--- src/inc/aarc_defs.svh ---
`ifndef AARC_DEFS_SVH
`define AARC_DEFS_SVH

// converter word and field layout
`define AARC_CODE_W        18
`define AARC_RANGE_W       4
`define AARC_RANGE_UNI_BIT 3
`define AARC_PINFN_W       2

// reset values and the alarm pin function code
`define AARC_RANGE_RST     4'h0
`define AARC_REFDIS_RST    1'b0
`define AARC_PINFN_RST     2'h0
`define AARC_PINFN_ALARM   2'h1

// supply trip points in millivolts, kept for reference; the comparator sits outside
`define AARC_SUPPLY_LOW_MV  4700
`define AARC_SUPPLY_HIGH_MV 5300

// alarm flag word follows the packed struct: {in_act, in_trip, sup_act, sup_trip}
`define AARC_FLAG_W        4
`define AARC_FLAG_IN_ACT   3
`define AARC_FLAG_IN_TRIP  2
`define AARC_FLAG_SUP_ACT  1
`define AARC_FLAG_SUP_TRIP 0

`endif

--- src/inc/aarc_pkg.sv ---
package aarc_pkg;
  `include "aarc_defs.svh"

  typedef logic [`AARC_CODE_W-1:0] aarc_code_t;

  // configuration that steers the block
  typedef struct packed {
    logic                      internal_ref_disable;
    logic                      input_alarm_disable;
    logic                      supply_alarm_disable;
    logic [`AARC_PINFN_W-1:0]  aux_output_pin_function;
    logic [`AARC_RANGE_W-1:0]  range_select;
    logic [`AARC_FLAG_W-1:0]   append_mask;
  } aarc_cfg_s;

  // programmed input thresholds and common hysteresis
  typedef struct packed {
    aarc_code_t high_th;
    aarc_code_t low_th;
    aarc_code_t hyst;
  } aarc_thr_s;

  typedef struct packed {
    logic in_act;
    logic in_trip;
    logic sup_act;
    logic sup_trip;
  } aarc_flags_s;
endpackage : aarc_pkg

--- src/logic/aarc_alarm_ctrl.sv ---
`timescale 1ns/100ps
// Functional notes
// - reference disable resets to zero, internal reference
// - disable set: reference pin input, else driven
// - results are unsigned 18-bit straight binary codes
// - alarm pin function only when field is 01b
// - input alarm above high or below low threshold
// - supply alarm on monitor crossing either trip point
// - both alarms enabled; each has disable bit
// - alarm sets active and tripped flags together
// - active flag recomputed at each conversion end
// - tripped flag cleared only by flag read
// - active flags update only at conversion completion
// - flags readable in any frame opened low
// - alarm pin high on supply or input alarm
// - selected flags appended to output data word
// - one flag register holds all flags
// - range field resets 0000; bit3 selects unipolar
// - high alarm clears at or below T-H-1
// - low alarm clears at or above T+H+1
`include "aarc_defs.svh"
module aarc_alarm_ctrl
  import aarc_pkg::*;
(
  // clock and reset
  input  wire logic                    clk_sys_i,
  input  wire logic                    rstn_i,
  // configuration writes from the register port
  input  wire logic                    cfg_we_i,
  input  wire aarc_pkg::aarc_cfg_s     cfg_i,
  input  wire aarc_pkg::aarc_thr_s     thr_i,
  // converter result, one-cycle pulse per finished conversion
  input  wire logic                    conv_done_i,
  input  wire aarc_pkg::aarc_code_t    conv_code_i,
  // supply comparator levels, asynchronous
  input  wire logic                    supply_low_i,
  input  wire logic                    supply_high_i,
  // frame and flag read
  input  wire logic                    convert_start_select_i,
  input  wire logic                    flag_read_i,
  // outputs
  output logic                         reference_io_pin_oe_o,
  output logic                         alarm_multifunction_pin_o,
  output logic                         alarm_multifunction_pin_oe_o,
  output aarc_pkg::aarc_flags_s        flags_o,
  output logic [`AARC_CODE_W+`AARC_FLAG_W-1:0] data_word_o,
  output logic                         range_unipolar_o,
  output logic [`AARC_RANGE_W-1:0]     range_select_o
);
  import aarc_pkg::*;

  aarc_cfg_s   cfg;       // written configuration
  aarc_cfg_s   cfg_live;  // configuration latched at a conversion end
  aarc_flags_s flags;
  logic        hi_alarm;
  logic        lo_alarm;
  logic [1:0]  sup_lo_sync;
  logic [1:0]  sup_hi_sync;
  logic [1:0]  cs_sync;
  logic        cs_q;      // third stage, only the edge detector reads it
  logic        conv_q;    // conversion end delayed to after the flag update
  aarc_code_t  code_q;    // last result, held for frames between conversions
  logic        sup_lo_q;
  logic        sup_hi_q;
  logic        sup_seen;
  logic        next_hi_alarm;
  logic        next_lo_alarm;
  logic        in_cond;
  logic [`AARC_CODE_W:0] hi_clr_lim;
  logic [`AARC_CODE_W:0] lo_clr_lim;

  // register port configuration, defaults selected internal ref and widest range
  always_ff @(posedge clk_sys_i)
  begin
    if (!rstn_i)
    begin
      cfg <= '0;
      cfg.internal_ref_disable <= `AARC_REFDIS_RST;
      cfg.range_select <= `AARC_RANGE_RST;
      cfg.aux_output_pin_function <= `AARC_PINFN_RST;
    end
    else if (cfg_we_i)
    begin
      cfg <= cfg_i;
    end
  end

  // reference and range changes apply from the next conversion so a result never mixes settings
  always_ff @(posedge clk_sys_i)
  begin
    if (!rstn_i)
    begin
      cfg_live <= '0;
      cfg_live.internal_ref_disable <= `AARC_REFDIS_RST;
      cfg_live.range_select <= `AARC_RANGE_RST;
    end
    else if (conv_done_i)
    begin
      cfg_live <= cfg;
    end
  end

  // two-flop synchronisers for the comparator and select pin
  always_ff @(posedge clk_sys_i)
  begin
    if (!rstn_i)
    begin
      sup_lo_sync <= 2'h0;
      sup_hi_sync <= 2'h0;
      cs_sync     <= 2'h3;
      cs_q        <= 1'b1;
    end
    else
    begin
      sup_lo_sync <= {sup_lo_sync[0], supply_low_i};
      sup_hi_sync <= {sup_hi_sync[0], supply_high_i};
      cs_sync     <= {cs_sync[0], convert_start_select_i};
      cs_q        <= cs_sync[1];
    end
  end

  // any supply excursion between conversions is remembered until the next end
  always_ff @(posedge clk_sys_i)
  begin
    if (!rstn_i)
    begin
      sup_lo_q <= 1'b0;
      sup_hi_q <= 1'b0;
      sup_seen <= 1'b0;
    end
    else
    begin
      sup_lo_q <= sup_lo_sync[1];
      sup_hi_q <= sup_hi_sync[1];
      // a crossing in the very cycle of the end still counts for the next result
      if (conv_done_i)
        sup_seen <= sup_lo_sync[1] | sup_hi_sync[1]
                    | (sup_lo_sync[1] != sup_lo_q) | (sup_hi_sync[1] != sup_hi_q);
      else if (sup_lo_sync[1] != sup_lo_q || sup_hi_sync[1] != sup_hi_q
               || sup_lo_sync[1] || sup_hi_sync[1])
        sup_seen <= 1'b1;
    end
  end

  // hysteresis limits, widened a bit so T-H-1 and T+H+1 cannot wrap
  always_comb
  begin
    hi_clr_lim = {1'b0, thr_i.high_th} - {1'b0, thr_i.hyst} - {{`AARC_CODE_W{1'b0}}, 1'b1};
    lo_clr_lim = {1'b0, thr_i.low_th} + {1'b0, thr_i.hyst} + {{`AARC_CODE_W{1'b0}}, 1'b1};
  end

  // input threshold alarms with hysteresis, codes compared unsigned
  always_comb
  begin
    next_hi_alarm = hi_alarm;
    next_lo_alarm = lo_alarm;
    if (conv_code_i > thr_i.high_th)
      next_hi_alarm = 1'b1;
    else if (!hi_clr_lim[`AARC_CODE_W] && {1'b0, conv_code_i} <= hi_clr_lim)
      next_hi_alarm = 1'b0;
    if (conv_code_i < thr_i.low_th)
      next_lo_alarm = 1'b1;
    else if (lo_clr_lim[`AARC_CODE_W] == 1'b0 && {1'b0, conv_code_i} >= lo_clr_lim)
      next_lo_alarm = 1'b0;
    in_cond = next_hi_alarm | next_lo_alarm;
  end

  // hysteresis state advances only with each result
  always_ff @(posedge clk_sys_i)
  begin
    if (!rstn_i)
    begin
      hi_alarm <= 1'b0;
      lo_alarm <= 1'b0;
    end
    else if (conv_done_i)
    begin
      hi_alarm <= next_hi_alarm;
      lo_alarm <= next_lo_alarm;
    end
  end

  // active flags rebuilt at each end; tripped flags sticky, set beats read clear
  always_ff @(posedge clk_sys_i)
  begin
    if (!rstn_i)
    begin
      flags <= '0;
    end
    else
    begin
      if (flag_read_i)
      begin
        flags.in_trip  <= 1'b0;
        flags.sup_trip <= 1'b0;
      end
      if (conv_done_i)
      begin
        flags.in_act  <= in_cond & ~cfg.input_alarm_disable;
        flags.sup_act <= sup_seen & ~cfg.supply_alarm_disable;
        if (in_cond && !cfg.input_alarm_disable)
          flags.in_trip <= 1'b1;
        if (sup_seen && !cfg.supply_alarm_disable)
          flags.sup_trip <= 1'b1;
      end
    end
  end

  // result kept and end strobe delayed so the snapshot sees the flags of this result
  always_ff @(posedge clk_sys_i)
  begin
    if (!rstn_i)
    begin
      conv_q <= 1'b0;
      code_q <= '0;
    end
    else
    begin
      conv_q <= conv_done_i;
      if (conv_done_i)
        code_q <= conv_code_i;
    end
  end

  // flag register and data word snapshot at the frame-opening falling select edge and one cycle after each conversion end
  always_ff @(posedge clk_sys_i)
  begin
    if (!rstn_i)
    begin
      flags_o     <= '0;
      data_word_o <= '0;
    end
    else if ((cs_q && !cs_sync[1]) || conv_q)
    begin
      flags_o     <= flags;
      data_word_o <= {code_q, flags & cfg.append_mask};
    end
  end

  // pins and range outputs
  always_ff @(posedge clk_sys_i)
  begin
    if (!rstn_i)
    begin
      reference_io_pin_oe_o        <= 1'b1;
      alarm_multifunction_pin_o    <= 1'b0;
      alarm_multifunction_pin_oe_o <= 1'b0;
      range_unipolar_o             <= 1'b0;
      range_select_o               <= `AARC_RANGE_RST;
    end
    else
    begin
      reference_io_pin_oe_o <= ~cfg_live.internal_ref_disable;
      alarm_multifunction_pin_oe_o <= (cfg.aux_output_pin_function == `AARC_PINFN_ALARM);
      alarm_multifunction_pin_o <= (cfg.aux_output_pin_function == `AARC_PINFN_ALARM)
                                   & (flags.in_act | flags.sup_act);
      range_select_o   <= cfg_live.range_select;
      range_unipolar_o <= cfg_live.range_select[`AARC_RANGE_UNI_BIT];
    end
  end

  // the pin follows the active flags one cycle later
  a_pin_follows_flags : assert property (@(posedge clk_sys_i) disable iff (!rstn_i)
    (cfg.aux_output_pin_function == `AARC_PINFN_ALARM && (flags.in_act || flags.sup_act))
    |=> alarm_multifunction_pin_o)
    else $error("alarm pin low while an active flag is set");
  a_trip_holds : assert property (@(posedge clk_sys_i) disable iff (!rstn_i)
    (flags.in_trip && !flag_read_i) |=> flags.in_trip)
    else $error("input tripped flag cleared without a read");
  a_flags_at_end : assert property (@(posedge clk_sys_i) disable iff (!rstn_i)
    !conv_done_i |=> $stable(flags.in_act) && $stable(flags.sup_act))
    else $error("active flag changed outside a conversion end");
  a_disable_input : assert property (@(posedge clk_sys_i) disable iff (!rstn_i)
    (conv_done_i && cfg.input_alarm_disable) |=> !flags.in_act)
    else $error("disabled input alarm set its active flag");
  a_high_sets : assert property (@(posedge clk_sys_i) disable iff (!rstn_i)
    (conv_done_i && conv_code_i > thr_i.high_th && !cfg.input_alarm_disable)
    |=> flags.in_act && flags.in_trip)
    else $error("high threshold crossing missed");
  a_ref_dir : assert property (@(posedge clk_sys_i) disable iff (!rstn_i)
    ##1 reference_io_pin_oe_o == !$past(cfg_live.internal_ref_disable))
    else $error("reference pin direction wrong");
  a_pin_off : assert property (@(posedge clk_sys_i) disable iff (!rstn_i)
    (cfg.aux_output_pin_function != `AARC_PINFN_ALARM) |=> !alarm_multifunction_pin_oe_o)
    else $error("pin driven as alarm in another function");
  a_trip_set : assert property (@(posedge clk_sys_i) disable iff (!rstn_i)
    $rose(flags.sup_act) |-> flags.sup_trip)
    else $error("supply active flag set without tripped flag");
endmodule : aarc_alarm_ctrl

--- config.mk ---
export PLATFORM = sky130hd
export DESIGN_NAME = aarc_alarm_ctrl
export DESIGN_NICKNAME = d
export VERILOG_FILES = /design/src/inc/aarc_pkg.sv /design/src/logic/aarc_alarm_ctrl.sv
export VERILOG_INCLUDE_DIRS = /design/src /design/src/inc
export SDC_FILE = /design/constraint.sdc
export NUM_CORES = 1
export LEC_CHECK = 0
export ABC_AREA = 1
export BUFFER_PORTS_ARGS = -buffer_cell sky130_fd_sc_hd__buf_2
export CORE_AREA = 8 8 115 117
export DETAILED_ROUTE_END_ITERATION = 10
export DIE_AREA = 0 0 123 125
export PLACE_DENSITY = 0.8
export SLEW_MARGIN = 10
export SYNTH_ARGS = -nofsm -noshare
export SYNTH_HDL_FRONTEND = slang
export SYNTH_SLANG_ARGS = --single-unit
--- constraint.sdc ---
create_clock -name clk_sys_i -period 4.9 [get_ports clk_sys_i]
set_input_delay 0.98 -clock clk_sys_i [delete_from_list [all_inputs] [get_ports clk_sys_i]]
set_output_delay 0.98 -clock clk_sys_i [all_outputs]
set_load 0.1 [all_outputs]
==> results of run 1 <==
## worst reg2reg max path: stages, from the launching register on
cell      delay [ps]
dfxtp_1          320
inv_1             60
a21oi_2          100
buf_4            270
clkinv_1         640
nor2_1           320
nor2_1            70
## per-layer routing
| layer | up-vias | global-route usage, % | routed length, um |
|---|---|---|---|
| li1 | 3113 | - | - |
| met1 | 2690 | 28.1 | 7550 |
| met2 | 167 | 34.6 | 7570 |
| met3 | 26 | 3.87 | 982 |
| met4 | 0 | 5.46 | 251 |
| met5 | - | 0 | 0 |
## path summary, 6_finish.rpt
| kind | from | to | depth (start not counted) |
|---|---|---|---|
| setup / recovery | thr_i[2] | flags[2] | 23 |
| setup reg to reg | cs_sync[1] | data_word_o[19] | 6 |
| hold / removal | cfg_live[12] | reference_io_pin_oe_o | 1 |
| hold reg to reg | cfg_live[12] | reference_io_pin_oe_o | 1 |
## cell usage in the layout, fill, tap and decap left out, drive strengths merged
cell,count
o21a,2
nand3,19
a21o,5
clkbuf,10
a211oi,2
nor3b,2
o31ai,1
o211a,1
nor4,2
a31oi,3
dfxtp,86
o22ai,4
clkinvlp,1
nor3,11
bufinv,1
nand2,147
o21bai,1
a221oi,1
fa,2
or2,3
o311ai,1
a21oi,80
nand4,7
nor2,122
xor2,16
ha,107
inv,116
o211ai,5
nand3b,2
xnor2,16
o2111ai,1
o21ai,83
clkinv,5
a21boi,2
buf,128
## stage by stage
step	instance area (um2)	power, mW	setup WS (ps)
after CTS	7330	2.21	1030
after global placement	7020	1.51	790
after global routing	7330	2.34	723
after detailed placement	7020	1.52	732
final	7330	2.20	988
after floorplan	6260	1.34	1190
## cell type report
class                      instances  area (um2)  share of cell area [%]
clock inverter                     6        68.8                   0.939
clock buffer                      10         239                    3.26
tap                              147         184                    2.51
timing repair buffer             128         646                    8.81
sequential                        86        1720                    23.5
multi-input combinational        648        4030                    55.0
inverter                         117         439                    5.99
## kinds of logic after synthesis
kind of cell               synth area share, %
AOI/OAI and AO/OA                         17.4
xor gates and xnor gates                  4.47
adders and majority gates                 22.0
DFF                                       27.5
and+or+nand+nor                           20.4
buffers and inverters                     8.27
## flip-flops by register name, indices dropped and copies added (netlist names), 2 cells and up
register and count:
cfg 13, cs_sync 2, code_q 18, sup_lo_sync 2, data_word_o 22, flags_o 4
range_select_o 3, flags 4, cfg_live 5, sup_hi_sync 2
## power by group through the flow
stage / Combinational [mW] / Sequential [mW] / Clock [mW]
after floorplan: 0.451 / 0.887 / 0
final: 0.752 / 0.764 / 0.685
after detailed placement: 0.744 / 0.779 / 0
after global placement: 0.734 / 0.777 / 0
after global routing: 0.848 / 0.768 / 0.727
after CTS: 0.750 / 0.764 / 0.693
==> impl_results.rst, run 1 <==
.. list-table::
   :header-rows: 1

   * - Metric
     - Value
   * - CTS Hold Buffers Added
     - 0
   * - Core Area
     - 11600 um2
   * - Slew headroom
     - 48.3%
   * - Final Wtd Congestion
     - 0.977
   * - Dpl cells
     - around 1100
   * - Worst-case vdd ir drop
     - 0.000230 V
   * - Total of flip-flops plus latches after synthesis
     - 86
   * - Antenna-violating nets left
     - 0
   * - Net total in the final layout
     - 1192
   * - Detail-routed net length per standard cell
     - around 14 um
   * - Worst Hold Slack
     - 395 ps
   * - Register area share after synthesis
     - between 20% and 30%
   * - Non-filler instance count after layout
     - 1142
   * - Via density per instance
     - between 5 and 6
   * - Achievable frequency
     - roughly 0.26 GHz
   * - Count of pins on the block boundary
     - 127
   * - Top cell by count, worst path
     - nand2_1
   * - Post-synth cell types
     - 42
   * - Synth Instances
     - between 800 and 900
   * - Sw power
     - 0.784 mW
   * - Ratio of cells with drive above 1 in the final layout
     - between 15 and 20%
   * - Total leakage power
     - 3.91 nW
   * - Core occupancy in the finished layout
     - between 60% and 70%
   * - Post-synthesis cell type with the largest combined area
     - dfxtp_1
   * - Wirelength, routed
     - 16.3 mm
   * - Final Max Tran Viols
     - 0
   * - Total global routing track utilization
     - 21.2%
   * - Post-route clock period utilization
     - 79.8%
   * - Setup_tns
     - 0 ps
   * - Class of the worst hold path
     - reg -> reg
   * - Total power per unit cell area
     - between 300 and 400 nW/um2
   * - Capturing element type of the critical path
     - register
   * - Pint
     - 1.42 mW
   * - Overflow left after global routing
     - 0
   * - Clk network pwr share
     - a little under a third
   * - Number of global-route vias before repair
     - 5757
   * - Share of flip-flops with an asynchronous set or reset
     - 0%
   * - Summed instance area of the synthesized netlist
     - 6260 um2
   * - Diodes inserted
     - 0
   * - Initial Util
     - 53.9%
   * - Seq pwr share
     - 34.7%
   * - Die width
     - 123 um
   * - Top cells by instance count after synthesis
     - nand2_1, nor2_1, inv_1
   * - TritonCTS clock tree
     - done
   * - Worst-Margin Slew
     - slightly below 800 ps
   * - Area growth from synthesis to layout
     - 17.0%
   * - Post-layout minimum cycle time
     - 3910 ps
   * - Count of buffers inserted at the top-level ports
     - 126
   * - Result of the run
     - complete, no violations
   * - CTS sink cnt
     - 86
   * - Largest net degree at the start of global routing
     - 67
   * - Number of enable flip-flop cells after synthesis
     - 0
   * - Antenna violations before repair
     - 0
   * - Top post-synthesis cells by area
     - dfxtp_1, ha_1, nand2_1
   * - H-tree depth
     - 3
   * - Sum of net half-perimeters after detailed placement
     - 13.1 mm
   * - Cell with the most instances after synthesis
     - nand2_1
   * - # DRC
     - 0
   * - Chip height
     - 125 um
   * - Post-CTS Setup Repair Bufs
     - 0
   * - Net switching fraction of the power
     - between 30% and 40%
   * - Element type at the critical path start
     - input port
   * - Latest clock arrival within the worst-skew pair
     - 330 ps
   * - Post-synth net total
     - 1073
   * - Post-CTS sizing
     - 0
   * - Number of max-cap violations
     - 0
   * - Comb pwr share
     - 34.2%
   * - Dominant register cell in the synthesized netlist
     - dfxtp_1
   * - Clock tree buffer depth
     - 2
   * - Drt first pass iters
     - 5
   * - Worst reg-to-reg setup slack
     - 3020 ps
   * - Via count
     - 5996
   * - CP cell instances
     - buf_2, ha_1, a21oi_1, nor2_1, o21ai_1, o211ai_1, nor2_2, o21ai_2, a21boi_2, o21ai_2, xor2_1, ha_1, nand4_1, nand3b_1, nor3b_1, nand2_1, nand2_1, nand2_1, nand2_1, a21oi_1, nand3_1, nand2_1, a21oi_1
   * - Delay-heaviest family, CP
     - compound AO/OA/AOI/OAI gates
   * - Floorplan row count
     - 40
   * - Wire length of the first global-routing pass
     - 26.8 mm
   * - Slowest Stage Delay on Critical Path
     - 350 ps
   * - Root Driver
     - clkbuf_16
   * - RSZ-0062 raised after global routing
     - no
   * - Setup violators final
     - 0
   * - Area share of the largest cell type after synthesis
     - 27.5%
   * - Mapped Avg Cell Area
     - just over 7 um2
   * - Endpoint required time on the critical path
     - 5100 ps
   * - First-iteration detailed-routing DRC count
     - 382
   * - Fill cell instance count of the final layout
     - 1097
   * - Maximum fanout along the worst path
     - 5
   * - Die area
     - roughly 15000 um2
   * - Worst setup path category
     - in -> reg
   * - Total of warnings raised by yosys
     - 0
   * - Final count of hold timing violations
     - 0
   * - Worst path buffer plus inverter count
     - 1
   * - Clock-pin slew of the registers on the worst-case setup and hold paths
     - 60 ps
   * - Final setup skew
     - 9.81 ps
   * - Data arrival time of the critical path
     - 4110 ps
   * - CP max stage cell
     - ha_1
   * - Number of clock buffers inserted by TritonCTS
     - 9
Power figures use the tool's default switching activity.
==> run 2, diff against run 1 <==
--- a/config.mk
+++ b/config.mk
@@ -6,12 +6,12 @@
 export SDC_FILE = /design/constraint.sdc
 export NUM_CORES = 1
 export LEC_CHECK = 0
-export ABC_AREA = 1
+export ABC_AREA = 0
 export BUFFER_PORTS_ARGS = -buffer_cell sky130_fd_sc_hd__buf_2
-export CORE_AREA = 8 8 115 117
+export CORE_AREA = 8 8 120 122
 export DETAILED_ROUTE_END_ITERATION = 10
-export DIE_AREA = 0 0 123 125
-export PLACE_DENSITY = 0.8
+export DIE_AREA = 0 0 128 130
+export PLACE_DENSITY = 0.76
 export SLEW_MARGIN = 10
 export SYNTH_ARGS = -nofsm -noshare
 export SYNTH_HDL_FRONTEND = slang
==> constraint.sdc (replaced) <==
create_clock -name clk_sys_i -period 3.56 [get_ports clk_sys_i]
set_input_delay 0.712 -clock clk_sys_i [delete_from_list [all_inputs] [get_ports clk_sys_i]]
set_output_delay 0.712 -clock clk_sys_i [all_outputs]
set_load 0.1 [all_outputs]
==> run 2 against run 1 <==
- the flow now finishes with violations (negative setup slack)
- hold slack got worse by 10 ps
- sequential power is 35% higher
- clock-buffer cell count is 1 lower
- wire length fell by 0.55%
- register-to-register slack got worse by 990 ps
- critical path depth down 6
- cell area rose by 11%
- via count decreased by 3.3%
==> impl_results.rst, run 2 <==
.. list-table::
   :header-rows: 1

   * - Metric
     - Value
   * - Result of the run
     - finished, violations left
   * - Failing checks
     - negative setup slack
   * - Setup violators final
     - 4
   * - Overflow left after global routing
     - 0
   * - Total of flip-flops plus latches after synthesis
     - 86
   * - Endpoint required time on the critical path
     - roughly 3800 ps
   * - Latest clock arrival within the worst-skew pair
     - 330 ps
   * - Cell with the most instances after synthesis
     - ha_1
   * - Ratio of cells with drive above 1 in the final layout
     - 27.5%
   * - Drt first pass iters
     - 5
   * - Final worst slack
     - -171 ps
   * - Die width
     - 128 um
   * - Wire length of the first global-routing pass
     - roughly 27 mm
   * - Minimum setup slack after placement
     - -746 ps
   * - Post-route clock period utilization
     - 105%
   * - Wirelength, routed
     - 16.3 mm
   * - Detail-routed net length per standard cell
     - 14.7 um
   * - Worst reg-to-reg setup slack
     - 2030 ps
   * - Total non-filler cell area in the finished layout
     - between 8000 and 9000 um2
   * - Synth Instances
     - about 740
   * - Root Driver
     - clkbuf_16
   * - Data arrival time of the critical path
     - 3970 ps
   * - Achievable frequency
     - between 0.2 and 0.3 GHz
   * - Summed instance area of the synthesized netlist
     - between 6000 and 7000 um2
   * - Element type at the critical path start
     - input port
   * - Number of global-route vias before repair
     - 5795
   * - Post-layout minimum cycle time
     - ~3700 ps
   * - Count of pins on the block boundary
     - 127
   * - Via density per instance
     - 5.23
   * - Final count of hold timing violations
     - 0
   * - Core Area
     - 12400 um2
   * - Antenna-violating nets left
     - 0
   * - Sum of net half-perimeters after detailed placement
     - 13.3 mm
   * - Maximum fanout along the worst path
     - 3
   * - End point of the worst hold path
     - reference_io_pin_oe_o
   * - Area growth from synthesis to layout
     - 31.1%
   * - Clock-pin slew of the registers on the worst-case setup and hold paths
     - 60 ps
   * - Total power per unit cell area
     - around 380 nW/um2
   * - Slew headroom
     - around two fifths
   * - Total global routing track utilization
     - about a fifth
   * - Largest net degree at the start of global routing
     - 37
   * - Net total in the final layout
     - 1134
   * - Dominant register cell in the synthesized netlist
     - dfxtp_1
   * - Number of clock buffers inserted by TritonCTS
     - 9
   * - Core occupancy in the finished layout
     - between 60% and 70%
   * - Share of flip-flops with an asynchronous set or reset
     - 0%
   * - H-tree depth
     - 3
   * - Class of the worst hold path
     - reg -> reg
   * - Die area
     - 16600 um2
   * - Worst Hold Slack
     - 384 ps
   * - Detailed route wirelength on metal2
     - approximately 8.0 mm
   * - Post-synth cell types
     - 55
   * - Via count
     - 5798
   * - Min-delay src
     - cfg_live[12]
   * - Top post-synthesis cells by area
     - dfxtp_1, ha_1, mux2i_1
   * - Final Wtd Congestion
     - around 0.90
   * - Clock tree buffer depth
     - 2
   * - Total of warnings raised by yosys
     - 0
   * - Endpoint of the worst register-to-register path
     - data_word_o[0]
   * - Top routing layer in use
     - met4
   * - Antenna violations before repair
     - 0
   * - Count of buffers inserted at the top-level ports
     - 126
   * - Total leakage power
     - roughly 4.1 nW
   * - Most frequent cells in the layout
     - buf_2, ha_1, dfxtp_1
   * - Diodes inserted
     - 0
   * - Register with the most flip-flops
     - data_word_o
   * - Power after layout
     - 3.11 mW
   * - Floorplan row count
     - 41
   * - Leading registers by flop count
     - data_word_o: 22 flops, code_q: 18 flops, cfg: 13 flops
   * - Detailed route wirelength on metal3
     - 612 um
   * - Register area share after synthesis
     - 27.8%
   * - Commonest non-fill, non-tap cell in the layout
     - buf_2
   * - Post-route met1 wirelength
     - 7.32 mm
   * - Initial Util
     - 49.9%
   * - Final setup skew
     - 4.30 ps
   * - Post-synthesis cell type with the largest combined area
     - dfxtp_1
   * - Area share of the largest cell type after synthesis
     - 27.8%
   * - CTS sink cnt
     - 86
   * - Mapped Avg Cell Area
     - between 8 and 9 um2
   * - Worst-case vdd ir drop
     - roughly 0.00032 V
   * - RSZ-0062 raised after global routing
     - yes
   * - Instance area at placement
     - 7520 um2
   * - Top cells by instance count after synthesis
     - ha_1, dfxtp_1, nand2_1
   * - Flip-flop count of the largest register, all copies and words added
     - 22
   * - Fill cell instance count of the final layout
     - 1083
   * - First-iteration detailed-routing DRC count
     - around 230
   * - Beginning of the worst register-to-register path
     - cs_sync[1]
   * - # DRC
     - 0
   * - Capturing element type of the critical path
     - register
   * - Post-synth net total
     - approximately 950
   * - Number of enable flip-flop cells after synthesis
     - 0
   * - Logic depth of the worst register-to-register path
     - 4
   * - Number of max-cap violations
     - 0
   * - Chip height
     - approximately 130 um
   * - Worst setup path category
     - in -> reg
   * - TritonCTS clock tree
     - done
   * - Worst Hold Path Cells
     - 1
   * - Final Max Tran Viols
     - 0
   * - Worst-Margin Slew
     - about 900 ps
## run 2: cell count changes after synthesis, moves of 17 or more
cell and change:
nand2b_1 +17, nand2_1 -68, inv_1 -52, o21ai_0 -45, nor2_1 -59, mux2i_1 +37
## run 2: stage by stage
step | instances | TNS (ps)
after detailed placement | 1085 | -2850
after CTS | 1104 | -128
final | 1108 | -404
after global routing | 1108 | -1340
after floorplan | 744 | -395
after global placement | 1085 | -2460
## run 2: worst max-delay path by stage
stage,from,endpoint,slack (ps),depth (start not counted)
6_report,thr_i[1],hi_alarm,-170,17
5_1_grt,thr_i[1],flags[3],-380,18
4_1_cts,thr_i[0],lo_alarm,-50,19
3_5_place_dp,thr_i[1],lo_alarm,-750,19
3_3_place_gp,thr_i[1],flags[2],-630,18
2_1_floorplan,thr_i[37],flags[3],-110,17
## run 2: final cells by class
| class | instances | area (um2) | share of cell area [%] |
|---|---|---|---|
| Clock buffer | 9 | 225 | 2.77 |
| Clock inverter | 6 | 111 | 1.37 |
| Inverter | 63 | 254 | 3.13 |
| Multi-Input combinational cell | 574 | 4380 | 53.9 |
| Sequential cell | 86 | 1720 | 21.2 |
| Tap cell | 172 | 215 | 2.65 |
| Timing Repair Buffer | 198 | 1210 | 14.9 |
## run 2: routing by layer
layer,GRT usage (%),vias to the layer above
met5,0,-
met4,5.24,0
met3,3.39,21
met2,35.3,129
met1,23.3,2658
li1,-,2990
## run 2: cell families (layout without fill, tap and decap cells)
kind of cell	Yosys count	count (layout)	share of synthesized area (%)
DFF	86	86	27.8
buffers and inverters	84	276	5.15
muxes	37	37	5.98
adders and majority gates	109	109	22.3
and+or+nand+nor	227	227	17.1
xor gates and xnor gates	26	26	3.68
AOI/OAI and AO/OA	175	175	18.0
## run 2: repair_timing
action / 4_1_cts / 5_1_grt
gates resized for setup: 37 / 11
hold buffers: 0 / 0
endpoints found under the hold margin: 0 / 0
setup buffers: 4 / 4
setup endpoints to repair: 4 / 4
pin swaps: 32 / 12
## run 2: critical path: stages
cell and delay (ps):
buf_12 110, inv_12 40, ha_4 180, a211o_1 300, a2111oi_4 430, o21ai_2 140, a31oi_4 190, nand2b_1 80
a21oi_1 170, xor2_1 100, ha_1 290, nand4_1 210, a211oi_1 430, o311ai_2 150, o21ai_2 120, nor2_1 70
a211oi_1 220
## run 2: report_power, final
group          switching (mW)  leakage (nW)  internal (mW)  total (mW)
logic                   0.574          3.22          0.477        1.05
registers              0.0241         0.704           1.01        1.03
clock network           0.351         0.161          0.681        1.03
total                   0.949          4.09           2.16        3.11
==> run 3, diff against run 2 <==
--- a/config.mk
+++ b/config.mk
@@ -11,7 +11,7 @@
 export CORE_AREA = 8 8 120 122
 export DETAILED_ROUTE_END_ITERATION = 10
 export DIE_AREA = 0 0 128 130
-export PLACE_DENSITY = 0.76
+export PLACE_DENSITY_LB_ADDON = 0.2
 export SLEW_MARGIN = 10
 export SYNTH_ARGS = -nofsm -noshare
 export SYNTH_HDL_FRONTEND = slang
==> run 3 against run 2 <==
- the flow still finishes with violations (negative setup slack)
- sequential share of layout area increased by 0.32 points
- final cell count about the same
- flip-flop and latch count unchanged
- cell area shrank 1.5%
- core utilization down 0.97 points
- clock power is 3% lower
- non-clock buffer count is the same
- combinational power barely moved
- wire length up 8.0%
- critical endpoint is now flags[3]
==> impl_results.rst, run 3 (synthesized netlist as in run 2, its figures left out) <==
.. list-table::
   :header-rows: 1

   * - Metric
     - Value
   * - Failing checks
     - negative setup slack
   * - Via density per instance
     - 5.35
   * - Element type at the critical path start
     - input port
   * - Number of global-route vias before repair
     - 6049
   * - Sum of net half-perimeters after detailed placement
     - ~14 mm
   * - Number of max-cap violations
     - 0
   * - Maximum fanout along the worst path
     - 3
   * - CTS Hold Buffers Added
     - 0
   * - Logic depth of the worst register-to-register path
     - 4
   * - Result of the run
     - finished, violations left
   * - Capturing element type of the critical path
     - register
   * - TritonCTS clock tree
     - done
   * - Slowest Stage Delay on Critical Path
     - 380 ps
   * - Wire length of the first global-routing pass
     - ~28 mm
   * - Post-route met1 wirelength
     - approximately 8 mm
   * - Drt first pass iters
     - 5
   * - Post-route clock period utilization
     - 107%
   * - Commonest non-fill, non-tap cell in the layout
     - buf_2
   * - Clock tree buffer depth
     - 2
   * - Wirelength, routed
     - 17.6 mm
   * - Setup violators final
     - 4
   * - CTS sink cnt
     - 86
   * - Dpl cells
     - 1087
   * - Overflow left after global routing
     - 0
   * - Initial Util
     - 49.9%
   * - Register with the most flip-flops
     - data_word_o
   * - Via count
     - 5935
   * - Power after layout
     - 3.07 mW
   * - Final setup skew
     - approximately 6.3 ps
   * - Class of the worst hold path
     - reg -> reg
   * - CP cell instances
     - buf_8, buf_12, inv_12, ha_4, a211o_1, a2111oi_4, o21ai_2, a31oi_2, nand3_1, a31o_1, a21oi_2, xor2_1, ha_1, a211oi_2, nand2_1, o311ai_1, o21ai_1, nor3_1, a21oi_1
   * - First-iteration detailed-routing DRC count
     - 282
   * - Total global routing track utilization
     - 21.0%
   * - Die area
     - 16600 um2
   * - Most frequent cells in the layout
     - buf_2, ha_1, dfxtp_1
   * - Endpoint required time on the critical path
     - 3780 ps
   * - Count of pins on the block boundary
     - 127
   * - Final Wtd Congestion
     - 0.905
   * - # DRC
     - 0
   * - Flip-flop count of the largest register, all copies and words added
     - 22
   * - Leading registers by flop count
     - data_word_o: 22 flops, code_q: 18 flops, cfg: 13 flops
   * - Largest net degree at the start of global routing
     - 67
   * - Achievable frequency
     - between 0.2 and 0.3 GHz
   * - Root Driver
     - clkbuf_16
   * - CP max stage cell
     - a2111oi_4
   * - Latest clock arrival within the worst-skew pair
     - 330 ps
   * - H-tree depth
     - 3
   * - Core Area
     - between 10000 and 15000 um2
   * - Detailed route wirelength on metal2
     - around 8 mm
   * - Ratio of cells with drive above 1 in the final layout
     - roughly a quarter
   * - Worst reg-to-reg setup slack
     - 1910 ps
   * - Final count of hold timing violations
     - 0
   * - Top routing layer in use
     - met4
   * - Clock-pin slew of the registers on the worst-case setup and hold paths
     - 60 ps
   * - Die width
     - 128 um
   * - Total power per unit cell area
     - 383 nW/um2
   * - Area growth from synthesis to layout
     - 29.1%
   * - RSZ-0062 raised after global routing
     - yes
   * - Min-delay src
     - cfg_live[12]
   * - Worst path buffer plus inverter count
     - 3
   * - Detail-routed net length per standard cell
     - around 16 um
   * - Detailed route wirelength on metal3
     - 1.20 mm
   * - Slew headroom
     - about 22%
   * - Net total in the final layout
     - 1134
   * - Count of buffers inserted at the top-level ports
     - 126
   * - Delay-heaviest family, CP
     - compound AO/OA/AOI/OAI gates
   * - Diodes inserted
     - 0
   * - Antenna violations before repair
     - 0
   * - Worst Hold Path Cells
     - 1
   * - Final worst slack
     - -258 ps
   * - Number of clock buffers inserted by TritonCTS
     - 9
   * - Antenna-violating nets left
     - 0
   * - Data arrival time of the critical path
     - 4030 ps
   * - Post-layout minimum cycle time
     - 3820 ps
   * - End point of the worst hold path
     - reference_io_pin_oe_o
   * - Worst setup path category
     - in -> reg
   * - Total leakage power
     - just over 4 nW
   * - Non-filler instance count after layout
     - between 1000 and 1500
   * - Worst-case vdd ir drop
     - 0.000366 V
   * - Chip height
     - 130 um
   * - Final Max Tran Viols
     - 0
   * - Endpoint of the worst register-to-register path
     - data_word_o[5]
   * - Worst-Margin Slew
     - 1170 ps
   * - Floorplan row count
     - 41
   * - Origin of the worst setup path
     - thr_i[1]
   * - Beginning of the worst register-to-register path
     - cs_sync[1]
run 3: worst max-delay path by stage:
stage	end	slack, ps	cells after the start
floorplan	flags[3]	-110	17
global placement	lo_alarm	-760	19
detailed placement	lo_alarm	-990	19
CTS	flags[2]	-220	19
global route	flags[3]	-500	19
finish	flags[3]	-260	19
run 3: layer usage:
metal / vias to the layer above / GRT usage (%)
met1: 2743 / 26.2
met4: 0 / 6.64
met2: 177 / 34.8
met5: - / 0
met3: 29 / 5.39
li1: 2986 / -
run 3: cell type report:
class	instances	area (um2)
Multi-Input combinational cell	574	4300
Inverter	63	249
Tap cell	172	215
Clock inverter	7	96.3
Clock buffer	9	225
Fill cell	1111	4420
Timing Repair Buffer	198	1190
Sequential cell	86	1720
run 3: timing repair:
| action | 4_1_cts | 5_1_grt |
|---|---|---|
| endpoints found under the setup margin | 4 | 4 |
| resized for setup | 16 | 10 |
| setup buffers | 3 | 3 |
| pin swaps | 7 | 4 |
run 3: where the power goes:
| group | internal, mW | switching [mW] |
|---|---|---|
| registers | 1.01 | 0.0252 |
| logic | 0.461 | 0.579 |
| clock network | 0.615 | 0.379 |
run 3: per-stage QoR:
stage / setup slack, ps / TNS [ps] / instance area (um2) / utilization, % / hold slack, ps
after floorplan: -112 / -395 / 6270 / - / 357
after global placement: -755 / -2870 / 7550 / 60.8 / 361
after detailed placement: -985 / -3620 / 7550 / 60.8 / 378
after CTS: -221 / -835 / 7940 / 63.9 / 396
after global routing: -505 / -1850 / 8000 / 64.4 / 403
final: -258 / -946 / 8000 / 64.4 / 392
